$ cat config.mk
export PLATFORM = sky130hd
export DESIGN_NAME = scl_line_config
export DESIGN_NICKNAME = d
export VERILOG_FILES = /design/src/scl_line_config.v /design/src/scl_flag.v /design/src/scl_div16.v
export VERILOG_INCLUDE_DIRS = /design/src
export SDC_FILE = /design/constraint.sdc
export NUM_CORES = 1
export LEC_CHECK = 0
export BUFFER_PORTS_ARGS = -buffer_cell sky130_fd_sc_hd__buf_2
export CAP_MARGIN = 20
export CORE_UTILIZATION = 54
export CTS_BUF_LIST = sky130_fd_sc_hd__clkbuf_8 sky130_fd_sc_hd__clkbuf_16
export DETAILED_ROUTE_END_ITERATION = 10
export GPL_TIMING_DRIVEN = 0
export PLACE_DENSITY_LB_ADDON = 0.2
export SYNTH_ARGS = -nofsm -noshare
export SYNTH_HDL_FRONTEND = slang
export SYNTH_SLANG_ARGS = --single-unit
$ cat constraint.sdc
create_clock -name clk -period 1.6 [get_ports clk]
set_input_delay 0.16 -clock clk [delete_from_list [all_inputs] [get_ports clk]]
set_output_delay 0.16 -clock clk [all_outputs]
set_load 0.02 [all_outputs]
$ cat src/scl_line_config_regs.vh
// Offsets, field positions, codes and reset values of the line configuration bank.
// Assumes a 12-bit byte address on the register port and 32-bit register words.
`ifndef SCL_LINE_CONFIG_REGS_VH
`define SCL_LINE_CONFIG_REGS_VH
`define SCL_OFF_CH0 12'h15C
`define SCL_OFF_CH1 12'h1DC
`define SCL_OFF_CH2 12'h25C
`define SCL_OFF_CH3 12'h2DC
`define SCL_OFF_STAT 12'h300
`define SCL_RST_VAL 32'h0000_0007
`define SCL_WMASK_CH3 32'h003F_FFFF
`define SCL_WMASK_CHX 32'h003B_FFFF
`define SCL_B_SHALLOW 21
`define SCL_B_DIRRTS 20
`define SCL_B_MSB 19
`define SCL_B_DTR 18
`define SCL_B_CDVAL 17
`define SCL_B_CARRIER_PIN_DIR 16
`define SCL_B_HOLD 15
`define SCL_B_X4 14
`define SCL_B_RXINV 13
`define SCL_B_TXINV 12
`define SCL_F_RCS 11:10
`define SCL_F_TCS 9:7
`define SCL_F_BCS 6:4
`define SCL_B_TX_CLK_ON_RTS_PIN 3
`define SCL_F_XCVR 2:0
`define SCL_F_STLVL 3:0
`define SCL_F_STFLG 7:4
`define SCL_RCS_BRG 2'h0
`define SCL_RCS_PIN 2'h1
`define SCL_RCS_DIGITAL_PLL 2'h2
`define SCL_TCS_BRG 3'h0
`define SCL_TCS_RXPIN 3'h1
`define SCL_TCS_TXPIN 3'h2
`define SCL_TCS_DIGITAL_PLL 3'h3
`define SCL_TCS_DIV16 3'h4
`define SCL_BCS_OSC1 3'h0
`define SCL_BCS_OSC2 3'h1
`define SCL_BCS_OSC3 3'h2
`define SCL_BCS_RXPIN 3'h3
`define SCL_BCS_TXPIN 3'h4
`define SCL_XCVR_V35 3'h4
`define SCL_XCVR_V28 3'h6
`define SCL_XCVR_HIZ 3'h7
`define SCL_STD_V11 2'h0
`define SCL_STD_V35 2'h1
`define SCL_STD_V28 2'h2
`define SCL_STD_HIZ 2'h3
`define SCL_FIFO_DEEP 5'h12
`define SCL_FIFO_SHALLOW 5'h04
`define SCL_DIV_LAST 3'h7
`endif

$ cat src/scl_line_config.v
// Line configuration bank of a four-channel serial controller, with the clock
// routing, handshake pins and transceiver mode decode that it steers.
// Assumes all pin and clock levels are synchronous to clk and far slower.
// Clock paths are sampled levels, so every routed clock lags its source by one
// clk cycle; the x4 multiplier itself sits outside this block.
// Reserved source codes give a quiet level (high where that receive or transmit clock is inverted) rather than a stray clock.
// Contract
// - Shallow bit limits transmit FIFO to four
// - Direct mode: request-to-send follows forced bit
// - Bit order bit puts first bit at seven
// - Terminal ready bit exists on channel three
// - Carrier pin drives value when direction set
// - Hold bit keeps clock multiplier in reset
// - Quad bit selects multiplied generator input clock
// - Receive clock invert moves sampling to rising
// - Transmit clock invert moves launch to falling
// - Receive clock source select, code three reserved
// - Transmit clock source select including divide-sixteen
// - Generator source select from oscillators or pins
// - Transmit clock replaces request-to-send when enabled
// - Transceiver field resets to all high impedance
// - Transceiver codes map to signalling standards
// - Carrier transition sets sticky change flag
//
// The strobed register port is this design's own decision.
`timescale 1ns/1ps
`default_nettype none
`include "scl_line_config_regs.vh"
module scl_line_config (
	input wire clk,
	input wire rst_b,
	input wire [11:0] regAddr,
	input wire [31:0] regWrData,
	input wire regWr,
	input wire regRd,
	output wire [31:0] regRdData,
	input wire osc1Clk,
	input wire osc2Clk,
	input wire osc3Clk,
	input wire [3:0] rxClkPin,
	input wire [3:0] txClkPin,
	input wire [3:0] baudGenOut,
	input wire [3:0] pllRxClk,
	input wire [3:0] pllTxClk,
	input wire [3:0] multOutClk,
	input wire [3:0] coreRts,
	input wire [3:0] forcedRtsBit,
	input wire [3:0] carrierPinIn,
	output wire [3:0] multInClk,
	output wire [3:0] multiplierHold,
	output wire [3:0] baudGenIn,
	output wire [3:0] rxCoreClk,
	output wire [3:0] txCoreClk,
	output wire [3:0] rtsPin,
	output wire [3:0] carrierPinOut,
	output wire [3:0] carrierPinOe_b,
	output wire [19:0] txFifoLimit,
	output wire [3:0] rxBitOrderMsb,
	output wire [7:0] dataLineStd,
	output wire [7:0] hsLineStd,
	output wire terminalReadyCh3
);
	reg [31:0] lineCfg_q [0:3];
	reg [31:0] rdData_q;
	wire [3:0] carrierLevel;
	wire [3:0] carrierFlag;
	wire [3:0] flagClr;
	wire statHit;
	reg [3:0] chHit;
	integer i;
	integer j;
	integer k;

	// Byte address of each channel's configuration word
	// (the four words sit 0x80 apart, but an explicit table keeps them exact)
	function [11:0] chOffset;
		input [1:0] ch;
		begin
			case (ch)
				2'h0: chOffset = `SCL_OFF_CH0;
				2'h1: chOffset = `SCL_OFF_CH1;
				2'h2: chOffset = `SCL_OFF_CH2;
				default: chOffset = `SCL_OFF_CH3;
			endcase
		end
	endfunction

	// Writable bits; terminal ready only lives in the channel 3 word
	// and upper reserved bits never store in any word
	function [31:0] chMask;
		input [1:0] ch;
		begin
			if (ch == 2'h3) begin
				chMask = `SCL_WMASK_CH3;
			end else begin
				chMask = `SCL_WMASK_CHX;
			end
		end
	endfunction

	assign statHit = (regAddr == `SCL_OFF_STAT);
	assign flagClr = (regWr && statHit) ? regWrData[`SCL_F_STFLG] : 4'h0;

	// One-hot channel decode shared by the write and the read path, so that
	// a word can never store under one address and read back under another;
	// unmapped addresses give no hit and are ignored
	always @* begin
		chHit = 4'h0;
		for (j = 0; j < 4; j = j + 1) begin
			chHit[j] = (regAddr == chOffset(j[1:0]));
		end
	end

	// Configuration words; reserved upper bits never store
	// A write lands at the edge that samples the strobe
	always @(posedge clk or negedge rst_b) begin
		if (!rst_b) begin
			for (i = 0; i < 4; i = i + 1) begin
				lineCfg_q[i] <= `SCL_RST_VAL;
			end
		end else if (regWr) begin
			for (i = 0; i < 4; i = i + 1) begin
				if (chHit[i]) begin
					lineCfg_q[i] <= regWrData & chMask(i[1:0]);
				end
			end
		end
	end

	// Read data stands for exactly the cycle after the strobe
	// and returns to zero, so unmapped reads also give zero
	always @(posedge clk or negedge rst_b) begin
		if (!rst_b) begin
			rdData_q <= 32'h0000_0000;
		end else begin
			rdData_q <= 32'h0000_0000;
			if (regRd) begin
				for (k = 0; k < 4; k = k + 1) begin
					if (chHit[k]) begin
						rdData_q <= lineCfg_q[k];
					end
				end
				if (statHit) begin
					rdData_q <= {24'h00_0000, carrierFlag, carrierLevel};
				end
			end
		end
	end

	assign regRdData = rdData_q;
	assign terminalReadyCh3 = lineCfg_q[3][`SCL_B_DTR];

	// Per-channel slice: clock routing, handshake pins and line standards.
	// Every slice reads only its own word, so channels never disturb each
	// other when software rewrites one of them
	genvar c;
	generate
		for (c = 0; c < 4; c = c + 1) begin : gCh
			wire [31:0] cfg;
			wire [1:0] rxSel;
			wire [2:0] txSel;
			wire [2:0] genSel;
			wire [2:0] xcvr;
			wire div16Clk;
			reg genSrc;
			reg rxSrc;
			reg txSrc;
			wire genClk;
			wire txClkNow;
			reg rtsNext;
			reg [1:0] dataStdNext;
			reg [1:0] hsStdNext;
			reg multIn_q;
			reg genIn_q;
			reg rxClk_q;
			reg txClk_q;
			reg rts_q;
			reg carrier_out_value_q;
			reg cdOe_b_q;
			reg [4:0] fifoLim_q;
			reg [1:0] dataStd_q;
			reg [1:0] hsStd_q;

			assign cfg = lineCfg_q[c];
			assign rxSel = cfg[`SCL_F_RCS];
			assign txSel = cfg[`SCL_F_TCS];
			assign genSel = cfg[`SCL_F_BCS];
			assign xcvr = cfg[`SCL_F_XCVR];

			// Generator source; reserved codes give a quiet clock
			// This level also feeds the external multiplier input
			always @* begin
				case (genSel)
					`SCL_BCS_OSC1: genSrc = osc1Clk;
					`SCL_BCS_OSC2: genSrc = osc2Clk;
					`SCL_BCS_OSC3: genSrc = osc3Clk;
					`SCL_BCS_RXPIN: genSrc = rxClkPin[c];
					`SCL_BCS_TXPIN: genSrc = txClkPin[c];
					default: genSrc = 1'b0;
				endcase
			end

			// Multiplied clock replaces the generator source whenever the quad bit is set, hold or not
			assign genClk = cfg[`SCL_B_X4] ? multOutClk[c] : genSrc;

			// Divided generator output for the slowest transmit clock choice;
			// it runs all the time so a switch to it needs no warm-up
			scl_div16 uDiv (
				.clk(clk),
				.rst_b(rst_b),
				.src(baudGenOut[c]),
				.divOut(div16Clk)
			);

			// Receive clock source; code three is reserved and idle
			// Inversion is applied at the register below
			always @* begin
				case (rxSel)
					`SCL_RCS_BRG: rxSrc = baudGenOut[c];
					`SCL_RCS_PIN: rxSrc = rxClkPin[c];
					`SCL_RCS_DIGITAL_PLL: rxSrc = pllRxClk[c];
					default: rxSrc = 1'b0;
				endcase
			end

			// Transmit clock source; the transmit pin must be an input
			// while it is chosen, which software has to keep so
			always @* begin
				case (txSel)
					`SCL_TCS_BRG: txSrc = baudGenOut[c];
					`SCL_TCS_RXPIN: txSrc = rxClkPin[c];
					`SCL_TCS_TXPIN: txSrc = txClkPin[c];
					`SCL_TCS_DIGITAL_PLL: txSrc = pllTxClk[c];
					`SCL_TCS_DIV16: txSrc = div16Clk;
					default: txSrc = 1'b0;
				endcase
			end

			// Inverted transmit clock makes the core launch on the pin's falling edge
			assign txClkNow = txSrc ^ cfg[`SCL_B_TXINV];

			// Pin clock output wins, then direct mode, then the core's own control
			// Direct mode needs no transmit clock, so it works with clocks stopped
			always @* begin
				if (cfg[`SCL_B_TX_CLK_ON_RTS_PIN]) begin
					rtsNext = txClkNow;
				end else if (cfg[`SCL_B_DIRRTS]) begin
					rtsNext = forcedRtsBit[c];
				end else begin
					rtsNext = coreRts[c];
				end
			end

			// Signalling standard of data and clock lines, and of handshake lines
			// Only the split code gives different standards to the two groups
			always @* begin
				case (xcvr)
					`SCL_XCVR_V35: begin
						dataStdNext = `SCL_STD_V35;
						hsStdNext = `SCL_STD_V28;
					end
					`SCL_XCVR_V28: begin
						dataStdNext = `SCL_STD_V28;
						hsStdNext = `SCL_STD_V28;
					end
					`SCL_XCVR_HIZ: begin
						dataStdNext = `SCL_STD_HIZ;
						hsStdNext = `SCL_STD_HIZ;
					end
					default: begin
						dataStdNext = `SCL_STD_V11;
						hsStdNext = `SCL_STD_V11;
					end
				endcase
			end

			// Registered line-side outputs
			// Reset leaves the carrier pin an input and all lines high impedance,
			// so nothing drives the cable before software has set a mode
			always @(posedge clk or negedge rst_b) begin
				if (!rst_b) begin
					multIn_q <= 1'b0;
					genIn_q <= 1'b0;
					rxClk_q <= 1'b0;
					txClk_q <= 1'b0;
					rts_q <= 1'b0;
					carrier_out_value_q <= 1'b0;
					cdOe_b_q <= 1'b1;
					fifoLim_q <= `SCL_FIFO_DEEP;
					dataStd_q <= `SCL_STD_HIZ;
					hsStd_q <= `SCL_STD_HIZ;
				end else begin
					multIn_q <= genSrc;
					genIn_q <= genClk;
					rxClk_q <= rxSrc ^ cfg[`SCL_B_RXINV];
					txClk_q <= txClkNow;
					rts_q <= rtsNext;
					carrier_out_value_q <= cfg[`SCL_B_CDVAL];
					cdOe_b_q <= ~cfg[`SCL_B_CARRIER_PIN_DIR];
					fifoLim_q <= cfg[`SCL_B_SHALLOW] ? `SCL_FIFO_SHALLOW : `SCL_FIFO_DEEP;
					dataStd_q <= dataStdNext;
					hsStd_q <= hsStdNext;
				end
			end

			// Carrier level seen by the core: own value when driving, pin otherwise
			// Toggling the driven value therefore also raises the change flag
			assign carrierLevel[c] = cfg[`SCL_B_CARRIER_PIN_DIR] ? cfg[`SCL_B_CDVAL] : carrierPinIn[c];

			scl_flag uFlag (
				.clk(clk),
				.rst_b(rst_b),
				.level(carrierLevel[c]),
				.clr(flagClr[c]),
				.flag(carrierFlag[c])
			);

			assign multInClk[c] = multIn_q;
			assign multiplierHold[c] = cfg[`SCL_B_HOLD];
			assign baudGenIn[c] = genIn_q;
			assign rxCoreClk[c] = rxClk_q;
			assign txCoreClk[c] = txClk_q;
			assign rtsPin[c] = rts_q;
			assign carrierPinOut[c] = carrier_out_value_q;
			assign carrierPinOe_b[c] = cdOe_b_q;
			assign txFifoLimit[c*5 +: 5] = fifoLim_q;
			assign rxBitOrderMsb[c] = cfg[`SCL_B_MSB];
			assign dataLineStd[c*2 +: 2] = dataStd_q;
			assign hsLineStd[c*2 +: 2] = hsStd_q;
		end
	endgenerate
endmodule // scl_line_config
`default_nettype wire

$ cat src/scl_flag.v
// Sticky change flag on a level, cleared by a strobe; a change beats the clear.
// Assumes the level is synchronous to clk.
`timescale 1ns/1ps
`default_nettype none
module scl_flag (
	input wire clk,
	input wire rst_b,
	input wire level,
	input wire clr,
	output wire flag
);
	reg prev_q;
	reg armed_q;
	reg flag_q;
	wire change;

	// The first cycle after reset only learns the level, so no false edge
	assign change = armed_q && (level != prev_q);
	assign flag = flag_q;

	// Edge memory and sticky flag
	always @(posedge clk or negedge rst_b) begin
		if (!rst_b) begin
			prev_q <= 1'b0;
			armed_q <= 1'b0;
			flag_q <= 1'b0;
		end else begin
			prev_q <= level;
			armed_q <= 1'b1;
			flag_q <= change | (flag_q & ~clr);
		end
	end
endmodule // scl_flag
`default_nettype wire

$ cat src/scl_div16.v
// Divides a sampled clock level by sixteen, counting its rising edges.
// Assumes the source is far slower than clk and synchronous to it.
`timescale 1ns/1ps
`default_nettype none
`include "scl_line_config_regs.vh"
module scl_div16 (
	input wire clk,
	input wire rst_b,
	input wire src,
	output wire divOut
);
	reg prev_q;
	reg [2:0] cnt_q;
	reg out_q;
	wire rise;

	assign rise = src & ~prev_q;
	assign divOut = out_q;

	// Toggle every eighth rising edge: one output period per sixteen
	always @(posedge clk or negedge rst_b) begin
		if (!rst_b) begin
			prev_q <= 1'b0;
			cnt_q <= 3'h0;
			out_q <= 1'b0;
		end else begin
			prev_q <= src;
			if (rise) begin
				cnt_q <= cnt_q + 3'h1;
				if (cnt_q == `SCL_DIV_LAST) begin
					out_q <= ~out_q;
				end
			end
		end
	end
endmodule // scl_div16
`default_nettype wire

==> results of run 1 <==
## layout by cell type (no fill, tap or decap), types with 7 or more instances in the layout
master	count
sky130_fd_sc_hd__conb_1	19
sky130_fd_sc_hd__o21ai_0	28
sky130_fd_sc_hd__mux2i_1	16
sky130_fd_sc_hd__nand3b_1	12
sky130_fd_sc_hd__nor2_1	14
sky130_fd_sc_hd__xnor2_1	12
sky130_fd_sc_hd__ha_1	8
sky130_fd_sc_hd__xor2_1	12
sky130_fd_sc_hd__a222oi_1	8
sky130_fd_sc_hd__nand2_1	9
sky130_fd_sc_hd__nor3_1	12
sky130_fd_sc_hd__buf_4	77
sky130_fd_sc_hd__a21o_1	8
sky130_fd_sc_hd__mux2_4	25
sky130_fd_sc_hd__dlygate4sd3_1	13
sky130_fd_sc_hd__nor2b_1	7
sky130_fd_sc_hd__and2_1	7
sky130_fd_sc_hd__mux2_2	87
sky130_fd_sc_hd__buf_6	9
sky130_fd_sc_hd__o21ai_1	9
sky130_fd_sc_hd__buf_2	159
sky130_fd_sc_hd__clkbuf_16	18
sky130_fd_sc_hd__a21oi_1	17
sky130_fd_sc_hd__dfrtp_1	152
sky130_fd_sc_hd__nand3_1	9
sky130_fd_sc_hd__dfstp_2	36
sky130_fd_sc_hd__inv_1	28
## synth_stat cells (all sizes together), types with 7 or more instances
master / count
nand3b: 12
ha: 8
and2: 7
xor2: 12
nand2: 9
dfrtp: 152
a21o: 8
mux2i: 16
xnor2: 12
o21ai: 38
nand3: 9
inv: 26
a222oi: 8
nor2b: 7
a21oi: 17
nor2: 15
buf: 74
dfstp: 36
mux2: 112
nor3: 15
## metrics by stage
stage / power (mW) / cell area [um^2]
global placement: 6.219 / 9812
detailed placement: 6.337 / 9869
finish: 10.44 / 10990
floorplan: 5.853 / 8732
global route: 10.84 / 10990
CTS: 10.46 / 10770
## cell type report
| type | count | area share (%) |
|---|---|---|
| plain buffers | 78 | 5.760 |
| clock inverters | 14 | 1.184 |
| multi-input cells | 393 | 31.45 |
| clock buffers | 18 | 3.995 |
| flip-flops and latches | 188 | 43.21 |
| repair buffers | 199 | 11.11 |
| well taps | 211 | 2.402 |
| inverters | 26 | 0.8879 |
## logic make-up (layout without fill, tap and decap cells)
group                      count (synthesis)  after routing  share of synthesized area [%]
AOI/OAI and AO/OA                        108            108                          8.366
and+or+nand+nor                          102            102                          7.349
adders and majority gates                  8              8                          1.162
other                                      2             19                        0.08718
muxes                                    132            132                          17.85
DFF                                      188            188                          55.13
xor gates and xnor gates                  24             24                          2.440
buffers and inverters                    106            335                          7.611
## worst register-to-register path, cell delays in order, from the launching register on
cell	delay, ns
sky130_fd_sc_hd__dfrtp_1	0.37
sky130_fd_sc_hd__mux4_2	0.51
sky130_fd_sc_hd__mux2_4	0.30
sky130_fd_sc_hd__mux2_2	0.26
## registers in the layout, indices dropped and copies added, names as in the netlist, 8 cells and up
register	flops
gCh.hsStd_q	8
regRdData	22
gCh.cfg	85
gCh.uDiv.cnt_q	12
gCh.fifoLim_q	8
gCh.dataStd_q	8
## worst max-delay path by stage
stage,start,endpoint
4_1_cts,regAddr[0],gCh[0].cfg[20]
6_report,regAddr[1],gCh[2].cfg[19]
5_1_grt,regAddr[1],gCh[2].cfg[7]
3_5_place_dp,regAddr[11],regRdData[4]
2_1_floorplan,regAddr[1],gCh[0].cfg[14]
3_3_place_gp,rst_b,gCh[3].uDiv.cnt_q[0]
## routing by layer
| metal | GRT usage [%] | vias up | wire (um) |
|---|---|---|---|
| met5 | 0 | - | 0 |
| met4 | 14.81 | 0 | 867 |
| met3 | 4.967 | 57 | 1567 |
| met2 | 46.26 | 299 | 11140 |
| met1 | 36.52 | 3138 | 9273 |
| li1 | - | 2779 | - |
## power breakdown
group	switching, mW	leakage (nW)	internal [mW]
registers	0.171	2.37	5.02
logic	0.574	2.65	0.533
clock network	1.82	0.282	2.32
## timing repair
action                     4_1_cts  5_1_grt
pin swaps                        6        9
hold buffers                    13        0
setup buffers                   10        8
gates cloned                     1        2
resized for setup               26       40
setup endpoints to repair      106       73
hold endpoints to repair        81        0
==> impl_metrics.prom, run 1 <==
# TYPE chip_impl_metric gauge
chip_impl_info{name="status",value="finished, violations left"} 1
chip_impl_info{name="violations",value="negative setup slack"} 1
chip_impl_metric{name="core-area",unit="um^2"} 15370
chip_impl_info{name="timing.rr.end",value="gCh[3].genIn_q"} 1
chip_impl_metric{name="cts-buffers-inserted",unit=""} 17
chip_impl_metric{name="drtAntennaViolNets",unit=""} 0
chip_impl_metric{name="synthDistinctLibCells",unit=""} 53
chip_impl_metric{name="final_worst_slack",unit="ns"} -0.04596
chip_impl_metric{name="report.final.setup_viol",unit=""} 38
chip_impl_metric{name="drc",unit=""} 0
chip_impl_info{name="tritoncts",value="built"} 1
chip_impl_metric{name="fp.dieH",unit="um"} 128.3
chip_impl_metric{name="grt_first_pass_wirelength",unit="mm"} 34.24
chip_impl_info{name="synth_area_leaders",value="sky130_fd_sc_hd__dfrtp_1 44%, sky130_fd_sc_hd__mux2_2 14%, sky130_fd_sc_hd__dfstp_2 11%, sky130_fd_sc_hd__buf_4 5.2%, sky130_fd_sc_hd__o21ai_0 2.2%"} 1
chip_impl_metric{name="hold_slack",unit="ns"} 0.01564
chip_impl_metric{name="rows",unit=""} 45
chip_impl_metric{name="period_needed",unit="ns"} 1.646
chip_impl_metric{name="grt-ovfl-total",unit=""} 0
chip_impl_metric{name="vias_per_cell",unit=""} 5.566
chip_impl_metric{name="dieArea",unit="um^2"} 16460
chip_impl_metric{name="synth_edf_count",unit=""} 0
chip_impl_metric{name="drt-initial-drc-count",unit=""} 528
chip_impl_info{name="top_family_by_delay_on_critical_path",value="simple AND/OR/NAND/NOR gates"} 1
chip_impl_info{name="crit_end_element",value="flop"} 1
chip_impl_metric{name="fin_nets",unit=""} 998
chip_impl_metric{name="synthToLayoutAreaGrowth",unit="%"} 27.60
chip_impl_metric{name="final_util",unit="%"} 71.51
chip_impl_metric{name="max_freq",unit="GHz"} 0.6076
chip_impl_metric{name="critical_path_required",unit="ns"} 1.91
chip_impl_metric{name="globalRouteTotalUtil",unit="%"} 28.37
chip_impl_info{name="setup_repair_after_global_routing_missed_its_margin",value="true"} 1
chip_impl_info{name="critPathSlowestCell",value="sky130_fd_sc_hd__or3_4"} 1
chip_impl_metric{name="port_buffers",unit=""} 163
chip_impl_metric{name="synthesis.instances",unit=""} 670
chip_impl_metric{name="dr_total_vias",unit=""} 6273
chip_impl_metric{name="worstPathArrival",unit="ns"} 1.96
chip_impl_metric{name="routedWlPerCell",unit="um"} 20.27
chip_impl_metric{name="cellLeakagePower",unit="nW"} 5.309
chip_impl_metric{name="synth.cell_area",unit="um^2"} 8615
chip_impl_metric{name="place_worst_setup_slack",unit="ns"} -0.9170
chip_impl_metric{name="antenna_cells",unit=""} 0
chip_impl_metric{name="cts.sinks",unit=""} 188
chip_impl_metric{name="synth.top_cell.area_share",unit="%"} 44.15
chip_impl_info{name="hold_path.class",value="in -> reg"} 1
chip_impl_metric{name="regToRegSetupSlack",unit="ns"} 0.04
chip_impl_metric{name="vdd_ir_drop_max",unit="mV"} 0.7464
chip_impl_metric{name="largest_net_degree_at_the_start_of_global_routing",unit=""} 122
chip_impl_info{name="worstSetupPathType",value="in -> reg"} 1
chip_impl_info{name="hold-path-endpoint",value="gCh[2].cfg[16]"} 1
chip_impl_info{name="path_common_cell",value="sky130_fd_sc_hd__buf_6"} 1
chip_impl_metric{name="grt_antenna_before_repair",unit=""} 0
chip_impl_metric{name="yosys_warnings",unit=""} 0
chip_impl_metric{name="final-hold-violation-count",unit=""} 0
chip_impl_metric{name="totalNegativeSetupSlack",unit="ns"} -0.6599
chip_impl_metric{name="cts_buffer_depth",unit=""} 2
chip_impl_metric{name="clock_insertion_delay_worst_skew",unit="ns"} 0.43
chip_impl_info{name="path_cells",value="buf_6, or2_4, or3_4, buf_6, nor4_4, buf_6, buf_12, mux2_4"} 1
chip_impl_info{name="min_from",value="regWrData[16]"} 1
chip_impl_metric{name="layout.cells.non_filler",unit=""} 1127
chip_impl_metric{name="ys_seq_area_share",unit="%"} 55.13
chip_impl_metric{name="worstMarginPinSlew",unit="ns"} 0.7637
chip_impl_metric{name="die_width",unit="um"} 128.3
chip_impl_metric{name="slew_headroom",unit="%"} 49.09
chip_impl_metric{name="io_pins",unit=""} 192
chip_impl_metric{name="wirelength",unit="mm"} 22.84
chip_impl_metric{name="routabilityCongestion",unit=""} 0.8751
chip_impl_metric{name="htree_levels",unit=""} 4
chip_impl_metric{name="min_delay_path_depth",unit=""} 2
chip_impl_metric{name="crit_path_max_incr_delay",unit="ns"} 0.38
chip_impl_metric{name="critPathBufInv",unit=""} 4
chip_impl_metric{name="layout.area.seq",unit="um^2"} 4750
chip_impl_metric{name="number_of_global_route_vias_before_repair",unit=""} 6277
chip_impl_info{name="yosysTopAreaCell",value="sky130_fd_sc_hd__dfrtp_1"} 1
chip_impl_metric{name="yosys_register_bits",unit=""} 188
chip_impl_metric{name="area_used_by_multi_input_combinational_logic",unit="um^2"} 3457
chip_impl_metric{name="numPlacedInstances",unit=""} 1063
chip_impl_info{name="synth_top_flop_cell",value="sky130_fd_sc_hd__dfrtp_1"} 1
chip_impl_metric{name="reg2regPathDepth",unit=""} 3
chip_impl_metric{name="initial_core_util",unit="%"} 56.04
chip_impl_metric{name="cp_num_cells",unit=""} 8
chip_impl_metric{name="p_per_area",unit="nW/um^2"} 949.5
chip_impl_metric{name="cts.clk_slew.worst_paths",unit="ns"} 0.07
chip_impl_metric{name="max_cap_viol_count",unit=""} 0
chip_impl_info{name="cts.root.buffer_cell",value="sky130_fd_sc_hd__clkbuf_16"} 1
chip_impl_metric{name="portion_of_the_clock_cycle_consumed_by_the_worst_path_in_the_final_layout",unit="%"} 102.9
chip_impl_metric{name="post_synth.cell_area_avg",unit="um^2"} 12.86
chip_impl_metric{name="asyncSetResetFlopFracSynth",unit="%"} 100.0
chip_impl_metric{name="first_pass_iters",unit=""} 5
chip_impl_metric{name="critical_path.max_fanout",unit=""} 5
chip_impl_metric{name="drive_gt1_share",unit="%"} 50.55
chip_impl_metric{name="nFillCells",unit=""} 1118
chip_impl_metric{name="detailed_place_hpwl",unit="mm"} 15.48
chip_impl_info{name="setup.worst_path.start_class",value="input port"} 1
chip_impl_metric{name="timing_max_transition_violations_final",unit=""} 0
chip_impl_info{name="crit-reg2reg-launch",value="gCh[3].cfg[4]"} 1
chip_impl_metric{name="clock-skew-final",unit="ns"} 0.009343
No activity file was read; power rests on OpenSTA's default activity.
==> run 2, diff against run 1 <==
--- a/config.mk
+++ b/config.mk
@@ -8,11 +8,11 @@
 export LEC_CHECK = 0
 export BUFFER_PORTS_ARGS = -buffer_cell sky130_fd_sc_hd__buf_2
 export CAP_MARGIN = 20
-export CORE_UTILIZATION = 54
-export CTS_BUF_LIST = sky130_fd_sc_hd__clkbuf_8 sky130_fd_sc_hd__clkbuf_16
+export CORE_UTILIZATION = 55
 export DETAILED_ROUTE_END_ITERATION = 10
 export GPL_TIMING_DRIVEN = 0
 export PLACE_DENSITY_LB_ADDON = 0.2
 export SYNTH_ARGS = -nofsm -noshare
 export SYNTH_HDL_FRONTEND = slang
+export SYNTH_HIERARCHICAL = 1
 export SYNTH_SLANG_ARGS = --single-unit
==> impl_metrics.prom, run 2 <==
# TYPE chip_impl_metric gauge
chip_impl_metric{name="cts-buffers-inserted",unit=""} 17
chip_impl_metric{name="wirelength",unit="mm"} 21.52
chip_impl_info{name="hold_path.class",value="in -> reg"} 1
chip_impl_info{name="synthTopCellsByCount",value="155 x sky130_fd_sc_hd__dfrtp_1, 83 x sky130_fd_sc_hd__mux2_2, 59 x sky130_fd_sc_hd__buf_4"} 1
chip_impl_info{name="path_cells",value="mux4_2, mux2_4, mux2_2"} 1
chip_impl_metric{name="place_worst_setup_slack",unit="ns"} -0.8549
chip_impl_metric{name="ys_seq_area_share",unit="%"} 54.66
chip_impl_metric{name="timing_max_transition_violations_final",unit=""} 0
chip_impl_metric{name="dr_total_vias",unit=""} 6121
chip_impl_metric{name="vdd_ir_drop_max",unit="mV"} 0.6887
chip_impl_metric{name="synthDistinctLibCells",unit=""} 51
chip_impl_metric{name="detailed_place_hpwl",unit="mm"} 15.31
chip_impl_metric{name="antenna_cells",unit=""} 0
chip_impl_metric{name="htree_levels",unit=""} 4
chip_impl_metric{name="routabilityCongestion",unit=""} 0.8568
chip_impl_info{name="status",value="finished, violations left"} 1
chip_impl_info{name="critPathSlowestCell",value="sky130_fd_sc_hd__mux4_2"} 1
chip_impl_metric{name="grt_first_pass_wirelength",unit="mm"} 33.79
chip_impl_metric{name="clock-skew-final",unit="ns"} 0.006471
chip_impl_metric{name="drt-initial-drc-count",unit=""} 417
chip_impl_info{name="setup.worst_path.start_class",value="flop"} 1
chip_impl_metric{name="die_width",unit="um"} 128.7
chip_impl_metric{name="post_synth.cell_area_avg",unit="um^2"} 13.27
chip_impl_metric{name="final_worst_slack",unit="ns"} -0.008042
chip_impl_metric{name="clock_insertion_delay_worst_skew",unit="ns"} 0.44
chip_impl_metric{name="report.final.setup_viol",unit=""} 1
chip_impl_metric{name="cts.clk_slew.worst_paths",unit="ns"} 0.07
chip_impl_metric{name="vias_per_cell",unit=""} 5.534
chip_impl_metric{name="io_pins",unit=""} 192
chip_impl_metric{name="synth.cell_area",unit="um^2"} 8826
chip_impl_metric{name="dieArea",unit="um^2"} 16560
chip_impl_metric{name="cts.sinks",unit=""} 191
chip_impl_metric{name="fin_nets",unit=""} 977
chip_impl_metric{name="synthToLayoutAreaGrowth",unit="%"} 24.51
chip_impl_metric{name="asyncSetResetFlopFracSynth",unit="%"} 100.0
chip_impl_info{name="cts.root.buffer_cell",value="sky130_fd_sc_hd__clkbuf_16"} 1
chip_impl_metric{name="drc",unit=""} 0
chip_impl_metric{name="portion_of_the_clock_cycle_consumed_by_the_worst_path_in_the_final_layout",unit="%"} 100.5
chip_impl_metric{name="worstPathArrival",unit="ns"} 1.93
chip_impl_metric{name="max_cap_viol_count",unit=""} 0
chip_impl_metric{name="routedWlPerCell",unit="um"} 19.46
chip_impl_metric{name="cellLeakagePower",unit="nW"} 5.329
chip_impl_metric{name="regToRegSetupSlack",unit="ns"} -0.008
chip_impl_info{name="post-synth-top-count-cell",value="sky130_fd_sc_hd__dfrtp_1"} 1
chip_impl_metric{name="rows",unit=""} 45
chip_impl_metric{name="period_needed",unit="ns"} 1.608
chip_impl_metric{name="number_of_global_route_vias_before_repair",unit=""} 6256
chip_impl_metric{name="layout.area.seq",unit="um^2"} 4825
chip_impl_info{name="top_family_by_delay_on_critical_path",value="multiplexers"} 1
chip_impl_metric{name="max_freq",unit="GHz"} 0.6219
chip_impl_metric{name="critical_path.max_fanout",unit=""} 4
chip_impl_metric{name="p_total",unit="mW"} 10.70
chip_impl_metric{name="worstMarginPinSlew",unit="ns"} 0.7085
chip_impl_info{name="setup_repair_after_global_routing_missed_its_margin",value="true"} 1
chip_impl_metric{name="slew_headroom",unit="%"} 52.77
chip_impl_metric{name="synthesis.instances",unit=""} 665
chip_impl_info{name="yosysTopAreaCell",value="sky130_fd_sc_hd__dfrtp_1"} 1
chip_impl_metric{name="area_used_by_multi_input_combinational_logic",unit="um^2"} 3557
chip_impl_metric{name="hold_slack",unit="ns"} 0.01134
chip_impl_metric{name="yosys_warnings",unit=""} 6
chip_impl_metric{name="fp.dieH",unit="um"} 128.7
chip_impl_metric{name="grt-ovfl-total",unit=""} 0
chip_impl_metric{name="drtAntennaViolNets",unit=""} 0
chip_impl_metric{name="critPathBufInv",unit=""} 0
chip_impl_metric{name="drive_gt1_share",unit="%"} 49.27
chip_impl_metric{name="final-hold-violation-count",unit=""} 0
chip_impl_info{name="worstSetupPathType",value="reg -> reg"} 1
chip_impl_info{name="most-common-layout-cells",value="167 x sky130_fd_sc_hd__buf_2, 155 x sky130_fd_sc_hd__dfrtp_1, 70 x sky130_fd_sc_hd__mux2_4"} 1
chip_impl_metric{name="p_per_area",unit="nW/um^2"} 973.5
chip_impl_info{name="crit_end_element",value="flop"} 1
chip_impl_metric{name="yosys_register_bits",unit=""} 191
chip_impl_metric{name="globalRouteTotalUtil",unit="%"} 27.51
chip_impl_metric{name="cts_buffer_depth",unit=""} 2
chip_impl_info{name="synth_top_flop_cell",value="sky130_fd_sc_hd__dfrtp_1"} 1
chip_impl_info{name="tritoncts",value="built"} 1
chip_impl_info{name="violations",value="negative setup slack"} 1
chip_impl_metric{name="crit_path_max_incr_delay",unit="ns"} 0.53
chip_impl_metric{name="largest_net_degree_at_the_start_of_global_routing",unit=""} 131
chip_impl_metric{name="port_buffers",unit=""} 161
chip_impl_metric{name="synth_edf_count",unit=""} 0
chip_impl_metric{name="synth.top_cell.area_share",unit="%"} 43.95
chip_impl_metric{name="first_pass_iters",unit=""} 5
chip_impl_metric{name="critical_path_required",unit="ns"} 1.92
chip_impl_metric{name="grt_antenna_before_repair",unit=""} 0
chip_impl_metric{name="largest_reg_flops",unit=""} 85
chip_impl_info{name="synth_area_leaders",value="sky130_fd_sc_hd__dfrtp_1 44%, sky130_fd_sc_hd__dfstp_2 11%, sky130_fd_sc_hd__mux2_2 11%, sky130_fd_sc_hd__buf_4 5.0%, sky130_fd_sc_hd__mux2_4 4.8%"} 1
chip_impl_metric{name="nFillCells",unit=""} 1128
chip_impl_info{name="final_common_cell",value="sky130_fd_sc_hd__buf_2"} 1
chip_impl_metric{name="initial_core_util",unit="%"} 57.21
chip_impl_metric{name="core-area",unit="um^2"} 15430
run 2: kinds of logic after synthesis:
group / synth area share [%]
DFF: 54.66
muxes: 18.19
and+or+nand+nor: 8.619
buffers and inverters: 7.712
AOI/OAI and AO/OA: 7.088
xor gates and xnor gates: 2.382
adders and majority gates: 1.134
other: 0.2127
run 2: timing repair:
| action | 4_1_cts | 5_1_grt |
|---|---|---|
| hold endpoints to repair | 74 | 0 |
| hold buffers | 12 | 0 |
| gates resized for setup | 1 | 6 |
| pin swaps | 2 | 1 |
| setup endpoints to repair | 23 | 45 |
| setup buffers | 4 | 3 |
run 2: report_power, final:
part | switching, mW | total [mW] | internal, mW | leakage (nW)
Combinational | 0.567 | 1.18 | 0.614 | 2.64
Sequential | 0.181 | 5.28 | 5.10 | 2.41
Clock | 1.84 | 4.24 | 2.39 | 0.279
run 2: cell type report:
type	instances	share of cell area, %
inverters	22	0.7515
clock buffers	20	4.156
clock inverters	12	1.230
repair buffers	181	9.245
multi-input cells	387	32.37
flip-flops and latches	191	43.90
plain buffers	82	5.943
well taps	211	2.402
run 2: path summary, 6_finish.rpt:
check                          startpoint                   to  cells past startpoint
hold reg to reg            gCh[1].cfg[21]  gCh[1].fifoLim_q[2]                      0
max in group asynchronous           rst_b   gCh[1].uDiv/divOut                      3
setup / recovery            gCh[1].cfg[4]       gCh[1].genIn_q                      3
hold / removal              regWrData[21]       gCh[2].cfg[21]                      2
min in group asynchronous           rst_b  gCh[2].fifoLim_q[2]                      2
setup reg to reg            gCh[1].cfg[4]       gCh[1].genIn_q                      3
run 2: metal layers:
| layer | vias to the layer above | track usage [%] | routed length, um |
|---|---|---|---|
| li1 | 2734 | - | - |
| met1 | 3094 | 36.09 | 9045 |
| met2 | 246 | 45.25 | 10540 |
| met3 | 47 | 4.948 | 1249 |
| met4 | 0 | 11.70 | 685 |
| met5 | - | 0 | 0 |
run 2: stage by stage:
step           util (%)  instances  cell area (um^2)   TNS (ns)
2_1_floorplan         -        682              9099     -4.568
3_3_place_gp      65.91       1054             10170    -475.71
3_5_place_dp      66.16       1055             10210     -45.65
4_1_cts           70.97       1103             10950          0
5_1_grt           71.23       1106             10990   -0.05509
6_report          71.23       1106             10990  -0.008042
